`src/design/pfl_pkg.sv`:
```
package pfl_pkg;
	// Command codes on the link
	localparam logic [7:0] CMD_CUR_WARN     = 8'h4a;
	localparam logic [7:0] CMD_OT_FAULT     = 8'h4f;
	localparam logic [7:0] CMD_OT_ACTION    = 8'h50;
	localparam logic [7:0] CMD_OT_WARN      = 8'h51;
	localparam logic [7:0] CMD_VIN_OV       = 8'h55;
	localparam logic [7:0] CMD_VIN_OV_ACT   = 8'h56;
	localparam logic [7:0] CMD_PG_ON        = 8'h5e;
	localparam logic [7:0] CMD_PG_OFF       = 8'h5f;
	localparam logic [7:0] CMD_TON          = 8'h60;
	localparam logic [7:0] CMD_STATUS       = 8'h79;

	// Limits: amps, degrees C, volts, decivolts (power good), milliseconds
	localparam logic [15:0] CUR_WARN_MIN    = 16'h0014;
	localparam logic [15:0] CUR_WARN_MAX    = 16'h004a;
	localparam logic [15:0] OC_FAULT_LIMIT  = 16'h0050;
	localparam logic [15:0] OT_FAULT_MIN    = 16'h0019;
	localparam logic [15:0] OT_FAULT_MAX    = 16'h008c;
	localparam logic [15:0] OT_WARN_MIN     = 16'h0019;
	localparam logic [15:0] OT_WARN_MAX     = 16'h007d;
	localparam logic [15:0] VIN_OV_MIN      = 16'h0030;
	localparam logic [15:0] VIN_OV_MAX      = 16'h005a;
	localparam logic [15:0] PG_ON_MIN       = 16'h005c;
	localparam logic [15:0] PG_ON_MAX       = 16'h0075;
	localparam logic [15:0] PG_OFF_MIN      = 16'h004c;
	localparam logic [15:0] PG_OFF_MAX      = 16'h0065;
	localparam logic [15:0] PG_GAP          = 16'h0010;
	localparam logic [15:0] TON_MAX         = 16'h01f4;

	// Reset values
	localparam logic [15:0] CUR_WARN_RST    = 16'h003c;
	localparam logic [15:0] OT_FAULT_RST    = 16'h007d;
	localparam logic [15:0] OT_WARN_RST     = 16'h006e;
	localparam logic [15:0] VIN_OV_RST      = 16'h0041;
	localparam logic [15:0] PG_ON_RST       = 16'h006c;
	localparam logic [15:0] PG_OFF_RST      = 16'h005a;
	localparam logic [15:0] TON_RST         = 16'h000a;

	// Fault action byte layout
	localparam int          ACT_RETRY_LSB   = 3;
	localparam logic [1:0]  OT_RESPONSE     = 2'h2;
	localparam logic [1:0]  VIN_OV_RESPONSE = 2'h3;
	localparam logic [2:0]  RETRY_NONE      = 3'h0;
	localparam logic [2:0]  RETRY_CONT      = 3'h7;
	localparam logic [2:0]  ACT_DELAY       = 3'h0;
	localparam logic [2:0]  OC_RETRY        = RETRY_CONT;
	localparam logic [2:0]  OT_RETRY_RST    = RETRY_CONT;

	// Status word bit positions
	localparam int ST_VOUT    = 15;
	localparam int ST_IOUT    = 14;
	localparam int ST_INPUT   = 13;
	localparam int ST_PG_N    = 11;
	localparam int ST_OFF     = 6;
	localparam int ST_VOUT_OV = 5;
	localparam int ST_IOUT_OC = 4;
	localparam int ST_VIN_UV  = 3;
	localparam int ST_TEMP    = 2;
	localparam int ST_CML     = 1;

	// Timing
	localparam int CLK_PERIOD_NS = 25;
	localparam int TON_UNIT_NS   = 1000000;
	localparam int MS_CYCLES     = (TON_UNIT_NS + CLK_PERIOD_NS - 1) / CLK_PERIOD_NS;

	// Controller registers (AXI4-Lite byte offsets)
	localparam logic [3:0] HREG_CMD    = 4'h0;
	localparam logic [3:0] HREG_WDATA  = 4'h4;
	localparam logic [3:0] HREG_STATUS = 4'h8;
	localparam logic [3:0] HREG_RDATA  = 4'hc;
	localparam int         HCMD_WRITE_BIT = 8;
	localparam int         HST_BUSY_BIT   = 0;
	localparam int         HST_ERR_BIT    = 1;
	localparam logic [1:0] AXI_OKAY   = 2'h0;
	localparam logic [1:0] AXI_SLVERR = 2'h2;

	typedef enum logic [1:0] {
		PFL_OFF     = 2'b00,
		PFL_DELAY   = 2'b01,
		PFL_ON      = 2'b10,
		PFL_LATCHED = 2'b11
	} pfl_pwr_e;
endpackage

```
`src/design/pfl_if.sv`:
```
`timescale 1ns/1ps
`default_nettype none
interface pfl_if;
	logic        req;
	logic        write;
	logic [7:0]  code;
	logic [15:0] wdata;
	logic        ack;
	logic        err;
	logic [15:0] rdata;

	modport host (output req, write, code, wdata, input ack, err, rdata);
	modport dev  (input req, write, code, wdata, output ack, err, rdata);
endinterface
`default_nettype wire

```
`src/design/pfl_dev.sv`:
```
`timescale 1ns/1ps
`default_nettype none
module pfl_dev
	import pfl_pkg::*;
#(
	parameter int MS_CYCLES_P = pfl_pkg::MS_CYCLES
) (
	input  wire logic        clock_i,
	input  wire logic        rst_i,
	pfl_if.dev               link,
	input  wire logic        on_cmd_i,
	input  wire logic        bias_ok_i,
	input  wire logic [15:0] iout_i,
	input  wire logic [15:0] temp_i,
	input  wire logic [15:0] vin_i,
	input  wire logic [15:0] vout_i,
	input  wire logic        vout_ov_i,
	input  wire logic        vin_uv_i,
	output logic             out_en_o,
	output logic             pgood_o,
	output logic [15:0]      status_o
);
	import pfl_pkg::*;
	if (MS_CYCLES_P < 1) begin : g_chk
		$error("MS_CYCLES_P must be at least 1");
	end
	typedef struct packed {
		pfl_pwr_e    state;
		logic [31:0] tick;
		logic [15:0] ms;
		logic [15:0] cur_warn;
		logic [15:0] ot_fault;
		logic [15:0] ot_warn;
		logic [15:0] vin_ov;
		logic [15:0] pg_on;
		logic [15:0] pg_off;
		logic [15:0] ton;
		logic [2:0]  ot_retry;
		logic        cml;
		logic        pgood;
		logic        out_en;
		logic        ack;
		logic        err;
		logic [15:0] rdata;
		logic [15:0] status;
	} pfl_dev_s;
	pfl_dev_s s;
	pfl_dev_s next_s;
	logic       oc_fault;
	logic       oc_warn;
	logic       ot_flt;
	logic       ot_wrn;
	logic       vin_ovf;
	logic       run_ok;
	logic       cml_set;
	logic       cml_clr;
	logic [2:0] wr_retry;
	logic [7:0] ot_action;
	// Measurements come from the monitor logic on this same clock
	assign oc_fault  = iout_i > OC_FAULT_LIMIT;
	assign oc_warn   = iout_i > s.cur_warn;
	assign ot_flt    = temp_i > s.ot_fault;
	assign ot_wrn    = temp_i > s.ot_warn;
	assign vin_ovf   = vin_i > s.vin_ov;
	assign run_ok    = on_cmd_i && bias_ok_i;
	assign wr_retry  = link.wdata[ACT_RETRY_LSB +: 3];
	assign ot_action = {OT_RESPONSE, s.ot_retry, ACT_DELAY};
	always_comb begin
		next_s  = s;
		cml_set = 1'b0;
		cml_clr = 1'b0;
		case (s.state)
			PFL_OFF: begin
				if (run_ok && !vin_ovf) begin
					next_s.state = PFL_DELAY;
					next_s.tick  = 32'h0;
					next_s.ms    = 16'h0;
				end
			end
			PFL_DELAY: begin
				if (!run_ok || vin_ovf) begin
					next_s.state = PFL_OFF;
				end else if (s.ms >= s.ton) begin
					next_s.state = PFL_ON;
				end else if (s.tick == 32'(MS_CYCLES_P - 1)) begin
					next_s.tick = 32'h0;
					next_s.ms   = s.ms + 16'h1;
				end else begin
					next_s.tick = s.tick + 32'h1;
				end
			end
			PFL_ON: begin
				// Shutdown is taken on the very next edge: no delay cycles
				if (!run_ok || vin_ovf) begin
					next_s.state = PFL_OFF;
				end else if (ot_flt) begin
					next_s.state = (s.ot_retry == RETRY_CONT) ? PFL_DELAY : PFL_LATCHED;
				end else if (oc_fault) begin
					next_s.state = (OC_RETRY == RETRY_CONT) ? PFL_DELAY : PFL_LATCHED;
				end
				if (next_s.state == PFL_DELAY) begin
					next_s.tick = 32'h0;
					next_s.ms   = 16'h0;
				end
			end
			PFL_LATCHED: begin
				// Only a power-off command or loss of bias releases a latch
				if (!run_ok) begin
					next_s.state = PFL_OFF;
				end
			end
			default: next_s.state = PFL_OFF;
		endcase
		next_s.out_en = next_s.state == PFL_ON;
		if (!s.out_en) begin
			next_s.pgood = 1'b0;
		end else if (vout_i >= s.pg_on) begin
			next_s.pgood = 1'b1;
		end else if (vout_i <= s.pg_off) begin
			next_s.pgood = 1'b0;
		end
		next_s.ack = 1'b0;
		if (link.req && !s.ack) begin
			next_s.ack   = 1'b1;
			next_s.err   = 1'b0;
			next_s.rdata = 16'h0;
			if (link.write) begin
				case (link.code)
					CMD_CUR_WARN: begin
						if (link.wdata >= CUR_WARN_MIN && link.wdata <= CUR_WARN_MAX
							&& link.wdata < OC_FAULT_LIMIT) begin
							next_s.cur_warn = link.wdata;
						end else begin
							next_s.err = 1'b1;
						end
					end
					CMD_OT_FAULT: begin
						if (link.wdata >= OT_FAULT_MIN && link.wdata <= OT_FAULT_MAX
							&& link.wdata > s.ot_warn) begin
							next_s.ot_fault = link.wdata;
						end else begin
							next_s.err = 1'b1;
						end
					end
					CMD_OT_WARN: begin
						if (link.wdata >= OT_WARN_MIN && link.wdata <= OT_WARN_MAX
							&& link.wdata < s.ot_fault) begin
							next_s.ot_warn = link.wdata;
						end else begin
							next_s.err = 1'b1;
						end
					end
					CMD_OT_ACTION: begin
						// Response and delay fields are fixed; only retry is taken
						if (wr_retry == RETRY_NONE || wr_retry == RETRY_CONT) begin
							next_s.ot_retry = wr_retry;
						end else begin
							next_s.err = 1'b1;
						end
					end
					CMD_VIN_OV: begin
						if (link.wdata >= VIN_OV_MIN && link.wdata <= VIN_OV_MAX) begin
							next_s.vin_ov = link.wdata;
						end else begin
							next_s.err = 1'b1;
						end
					end
					CMD_VIN_OV_ACT: ;
					CMD_PG_ON: begin
						if (link.wdata >= PG_ON_MIN && link.wdata <= PG_ON_MAX
							&& link.wdata >= s.pg_off + PG_GAP) begin
							next_s.pg_on = link.wdata;
						end else begin
							next_s.err = 1'b1;
						end
					end
					CMD_PG_OFF: begin
						if (link.wdata >= PG_OFF_MIN && link.wdata <= PG_OFF_MAX
							&& link.wdata + PG_GAP <= s.pg_on) begin
							next_s.pg_off = link.wdata;
						end else begin
							next_s.err = 1'b1;
						end
					end
					CMD_TON: begin
						if (link.wdata <= TON_MAX) begin
							next_s.ton = link.wdata;
						end else begin
							next_s.err = 1'b1;
						end
					end
					CMD_STATUS: begin
						cml_clr = 1'b1;
					end
					default: begin
						next_s.err = 1'b1;
					end
				endcase
			end else begin
				case (link.code)
					CMD_CUR_WARN:   next_s.rdata = s.cur_warn;
					CMD_OT_FAULT:   next_s.rdata = s.ot_fault;
					CMD_OT_ACTION:  next_s.rdata = {8'h0, ot_action};
					CMD_OT_WARN:    next_s.rdata = s.ot_warn;
					CMD_VIN_OV:     next_s.rdata = s.vin_ov;
					CMD_VIN_OV_ACT: next_s.rdata = {8'h0, VIN_OV_RESPONSE, RETRY_NONE, ACT_DELAY};
					CMD_PG_ON:      next_s.rdata = s.pg_on;
					CMD_PG_OFF:     next_s.rdata = s.pg_off;
					CMD_TON:        next_s.rdata = s.ton;
					CMD_STATUS:     next_s.rdata = s.status;
					default:        next_s.err   = 1'b1;
				endcase
			end
			cml_set = next_s.err;
		end
		// A new error in the clearing cycle keeps the flag set
		next_s.cml = cml_set || (s.cml && !cml_clr);
		next_s.status             = 16'h0;
		next_s.status[ST_VOUT]    = vout_ov_i;
		next_s.status[ST_IOUT]    = oc_fault || oc_warn;
		next_s.status[ST_INPUT]   = vin_ovf || vin_uv_i;
		next_s.status[ST_PG_N]    = !next_s.pgood;
		next_s.status[ST_OFF]     = !next_s.out_en;
		next_s.status[ST_VOUT_OV] = vout_ov_i;
		next_s.status[ST_IOUT_OC] = oc_fault;
		next_s.status[ST_VIN_UV]  = vin_uv_i;
		next_s.status[ST_TEMP]    = ot_flt || ot_wrn;
		next_s.status[ST_CML]     = next_s.cml;
	end
	always_ff @(posedge clock_i or posedge rst_i) begin
		if (rst_i) begin
			s          <= '0;
			s.cur_warn <= CUR_WARN_RST;
			s.ot_fault <= OT_FAULT_RST;
			s.ot_warn  <= OT_WARN_RST;
			s.vin_ov   <= VIN_OV_RST;
			s.pg_on    <= PG_ON_RST;
			s.pg_off   <= PG_OFF_RST;
			s.ton      <= TON_RST;
			s.ot_retry <= OT_RETRY_RST;
		end else begin
			s <= next_s;
		end
	end
	assign out_en_o   = s.out_en;
	assign pgood_o    = s.pgood;
	assign status_o   = s.status;
	assign link.ack   = s.ack;
	assign link.err   = s.err;
	assign link.rdata = s.rdata;
endmodule
`default_nettype wire

```
`src/flat_wrapper.sv`:
```
// flat-port wrapper written by rule: the top's interface ports become plain ports
module pfl_dev_flat import pfl_pkg::*;
#(
	parameter int MS_CYCLES_P = pfl_pkg::MS_CYCLES
)
  (clock_i, rst_i, on_cmd_i, bias_ok_i, iout_i, temp_i, vin_i, vout_i, vout_ov_i, vin_uv_i, out_en_o, pgood_o, status_o, link_req, link_write, link_code, link_wdata, link_ack, link_err, link_rdata);
  pfl_if link_i ();
  input  wire logic clock_i;
  input  wire logic rst_i;
  input  wire logic on_cmd_i;
  input  wire logic bias_ok_i;
  input  wire logic [15:0] iout_i;
  input  wire logic [15:0] temp_i;
  input  wire logic [15:0] vin_i;
  input  wire logic [15:0] vout_i;
  input  wire logic vout_ov_i;
  input  wire logic vin_uv_i;
  output logic out_en_o;
  output logic pgood_o;
  output logic [15:0] status_o;
  input wire logic [$bits(link_i.req)-1:0] link_req;
  input wire logic [$bits(link_i.write)-1:0] link_write;
  input wire logic [$bits(link_i.code)-1:0] link_code;
  input wire logic [$bits(link_i.wdata)-1:0] link_wdata;
  output wire logic [$bits(link_i.ack)-1:0] link_ack;
  output wire logic [$bits(link_i.err)-1:0] link_err;
  output wire logic [$bits(link_i.rdata)-1:0] link_rdata;
  assign link_i.req = link_req;
  assign link_i.write = link_write;
  assign link_i.code = link_code;
  assign link_i.wdata = link_wdata;
  assign link_ack = link_i.ack;
  assign link_err = link_i.err;
  assign link_rdata = link_i.rdata;
  pfl_dev #(.MS_CYCLES_P(MS_CYCLES_P)) u_core (.clock_i(clock_i), .rst_i(rst_i), .link(link_i), .on_cmd_i(on_cmd_i), .bias_ok_i(bias_ok_i), .iout_i(iout_i), .temp_i(temp_i), .vin_i(vin_i), .vout_i(vout_i), .vout_ov_i(vout_ov_i), .vin_uv_i(vin_uv_i), .out_en_o(out_en_o), .pgood_o(pgood_o), .status_o(status_o));
endmodule
```
`config.mk`:
```
export PLATFORM = sky130hd
export DESIGN_NAME = pfl_dev_flat
export DESIGN_NICKNAME = d
export VERILOG_FILES = /design/src/design/pfl_pkg.sv /design/src/design/pfl_if.sv /design/src/design/pfl_dev.sv /design/src/flat_wrapper.sv
export SDC_FILE = /design/constraint.sdc
export NUM_CORES = 1
export LEC_CHECK = 0
export BUFFER_PORTS_ARGS = -buffer_cell sky130_fd_sc_hd__buf_2
export CAP_MARGIN = 5
export CORE_MARGIN = 5
export CORE_UTILIZATION = 44
export CTS_BUF_LIST = sky130_fd_sc_hd__clkbuf_8
export DETAILED_ROUTE_END_ITERATION = 8
export PLACE_DENSITY = 0.7
export SETUP_SLACK_MARGIN = 0.2
export SYNTH_ARGS = -nofsm -noshare
export SYNTH_HDL_FRONTEND = slang
export SYNTH_SLANG_ARGS = --single-unit
```
`constraint.sdc`:
```
create_clock -name clock_i -period 10 [get_ports clock_i]
set_input_delay 1 -clock clock_i [delete_from_list [all_inputs] [get_ports clock_i]]
set_output_delay 1 -clock clock_i [all_outputs]
set_load 0.02 [all_outputs]
```
==> impl_metrics.toml <==
[run_status]
status = "finished, final reports clean"

[floorplanning]
ioPinCount = 132
rows = 66
start_util = 0.443
core_um2 = 32300
die_area_um2 = 36200
die_w_um = 190
die_y_um = 190

[global_routing]
antenna_found_initial = 3
grt_first_pass_wirelength_um = 67800
grt_max_degree = 125
grt_overflow = 0
grt_pass1_vias = 12100
grtUsageTotal = 0.238

[setup_path]
crit_slowest_cell = "or3_1"
r2r_cells = 10
cp.required_ps = 10340
cp-startpoint = "vin_i[1]"
ff2ff_setup_slack_ps = 5590
path_buf_inv = 2
crit_arrival_ps = 4820
cp_cell_sequence = "buf_2 -> ha_1 -> nor2b_1 -> o211ai_1 -> a2111oi_0 -> o31ai_2 -> o21ba_2 -> a21oi_4 -> buf_4 -> or3_1 -> o21ai_0"
critPathMaxFanout = 52
path_class = "in -> reg"
critPathTopFamily = "compound AO/OA/AOI/OAI gates"
endpoint_kind = "register"
cp-start-kind = "input pin"
setup.worst_path.end = "u_core.s[178]"
slowest_delay_ps = 1010
worstReg2RegStart = "u_core.s[94]"
reg2reg_to = "u_core.s[178]"
cp.depth = 11

[placement]
place_congestion = 0.911
portBuffers = 125
place_inst = 2072
placed_area_um2 = 15100
dp_hpwl_um = 33100

[layout]
num-fill-cells = 3101
final_cell_mix = "187 x ha_1, 164 x dfrtp_1, 134 x inv_1"
final_area_um2 = 15500
layout.area.seq_um2 = 4890
drive_gt1_frac = 0.152
antenna-diode-count = 0
mostFrequentLayoutCell = "ha_1"
multi_input_area_um2 = 8400
stdcell_count = 2104
final_nets = 1932
area_delta_synth_final_pct = 8.44

[synthesis]
netlist_area_um2 = 14300
ys_warn_count = 0
yosysTopAreaCell = "dfrtp_1"
ys_seq_area_frac = 0.342
syn_inst = 1591
synth_edf_count = 0
ys.flop_type = "dfrtp_1"
ys_async_sr_fraction = 1.00
synth_top_area_share = 0.287
synth.avg_cell_area_um2 = 8.99
ys_seq_elements = 194
ys_top_cells_by_area = "dfrtp_1 29%, ha_1 16%, dfstp_2 5.5%"
yosysUniqueCellTypes = 81

[pwr]
total_power_uw = 1720
p_comb_frac = 0.206
p_sw_frac = 0.332
vdd_ir_drop_max_mv = 0.106
p_sw_uw = 569
p_leak_uw = 0.00736
p_int_uw = 1150
p_clk_frac = 0.326
pwr-share-seq = 0.469
power_density_nw_per_um2 = 111

[clock_network]
cts_buffers = 17
htreeDepth = 4
ctsHoldBuffers = 0
cts_max_path_buffers = 2
cts_resized = 0
clk_pin_slew_ps = 120
cts_tree = "yes"
postCtsSetupBuffers = 0
cts-root-buf = "clkbuf_8"
clk_latency_ps = 510
clock-sinks = 194

[timing]
skew_ps = 23.5
fin_crit_sh = 0.448
period_minus_slack_ps = 4480
max_freq_mhz = 223
max_slew_margin = 0.201
worst_pin_slew_ps = 1200
hold_viol = 0
rsz0062_at_grt = "no"
tns_ps = 0
finalMaxSlewViolations = 0
setup_viol = 0

[drt]
vias = 12400
wl_per_cell_um = 20.6
routed_wl_um = 43300
detailedRoute.firstPassIterationCount = 6
drt-vias-per-instance = 5.89
route.detailed.drc = 0
drt_iter0_drc = 971
ant_nets = 0

[worst_hold_path]
hold_path_class = "reg -> reg"

[job]
cap_viol_max_count = 0
## registers in the layout, summed over array words and instances (netlist names)
name,count
u_core.s,162
u_core.link.ack,1
u_core.link.err,1
u_core.link.rdata,16
u_core.out_en_o,1
u_core.status_o,9
u_core.ot_action,3
u_core.pgood_o,1
## synthesized netlist by cell type (all sizes together), types with 36 or more instances
master,n
a21oi,72
and2,36
buf,44
clkbuf,60
dfrtp,164
ha,187
inv,134
nand2,124
nand3,57
nand4,43
nor2,98
o21ai,85
o31ai,70
## metal layers
layer / vias up / track usage / share of wire
met3: 112 / 0.0425 / 0.057
met4: 6 / 0.114 / 0.050
li1: 5883 / - / -
met5: - / 0 / 0.0010
met2: 416 / 0.380 / 0.46
met1: 5970 / 0.314 / 0.44
## area by class of cell
type / instances / share of cell area
Multi-Input combinational cell: 1162 / 0.542
Timing Repair Buffer: 138 / 0.0466
Inverter: 136 / 0.0334
Sequential cell: 194 / 0.315
Clock inverter: 15 / 0.0124
Clock buffer: 17 / 0.0151
Tap cell: 442 / 0.0356
## cell families (layout without fill, tap and decap cells)
logic type	after synthesis	count (layout)	share of synthesized area
simple gates	496	496	0.177
xor+xnor	20	20	0.0122
mux	42	42	0.0320
buf+inv	240	306	0.0740
fa+ha+maj	187	187	0.164
other cells	1	6	0.000262
compound gates	411	411	0.199
flops	194	194	0.342
## power groups by stage
stage	sequential [µW]	clock [µW]	combinational, µW
CTS	804	568	353
global placement	818	0	340
global route	806	599	396
detailed placement	819	0	350
floorplan	817	0	254
finish	804	559	353
## how the worst min path moves through the flow
| stage | start | to | slack, ps | cells after the start |
|---|---|---|---|---|
| floorplan | u_core.link.rdata[0] | u_core.link.rdata[0] | 450 | 2 |
| global placement | u_core.link.rdata[10] | u_core.link.rdata[10] | 460 | 1 |
| detailed placement | u_core.link.rdata[2] | u_core.link.rdata[2] | 470 | 1 |
| CTS | u_core.link.rdata[2] | u_core.link.rdata[2] | 490 | 1 |
| global route | u_core.link.rdata[10] | u_core.link.rdata[10] | 510 | 1 |
| finish | u_core.link.rdata[2] | u_core.link.rdata[2] | 490 | 1 |
## per-stage QoR
step / utilization / worst slack (ps) / hold WS (ps)
3_5_place_dp: 0.467 / 5010 / 465
2_1_floorplan: - / 3770 / 450
5_1_grt: 0.481 / 5170 / 507
6_report: 0.481 / 5520 / 485
4_1_cts: 0.481 / 5540 / 489
3_3_place_gp: 0.467 / 5200 / 457
Power figures use the tool's default switching activity.
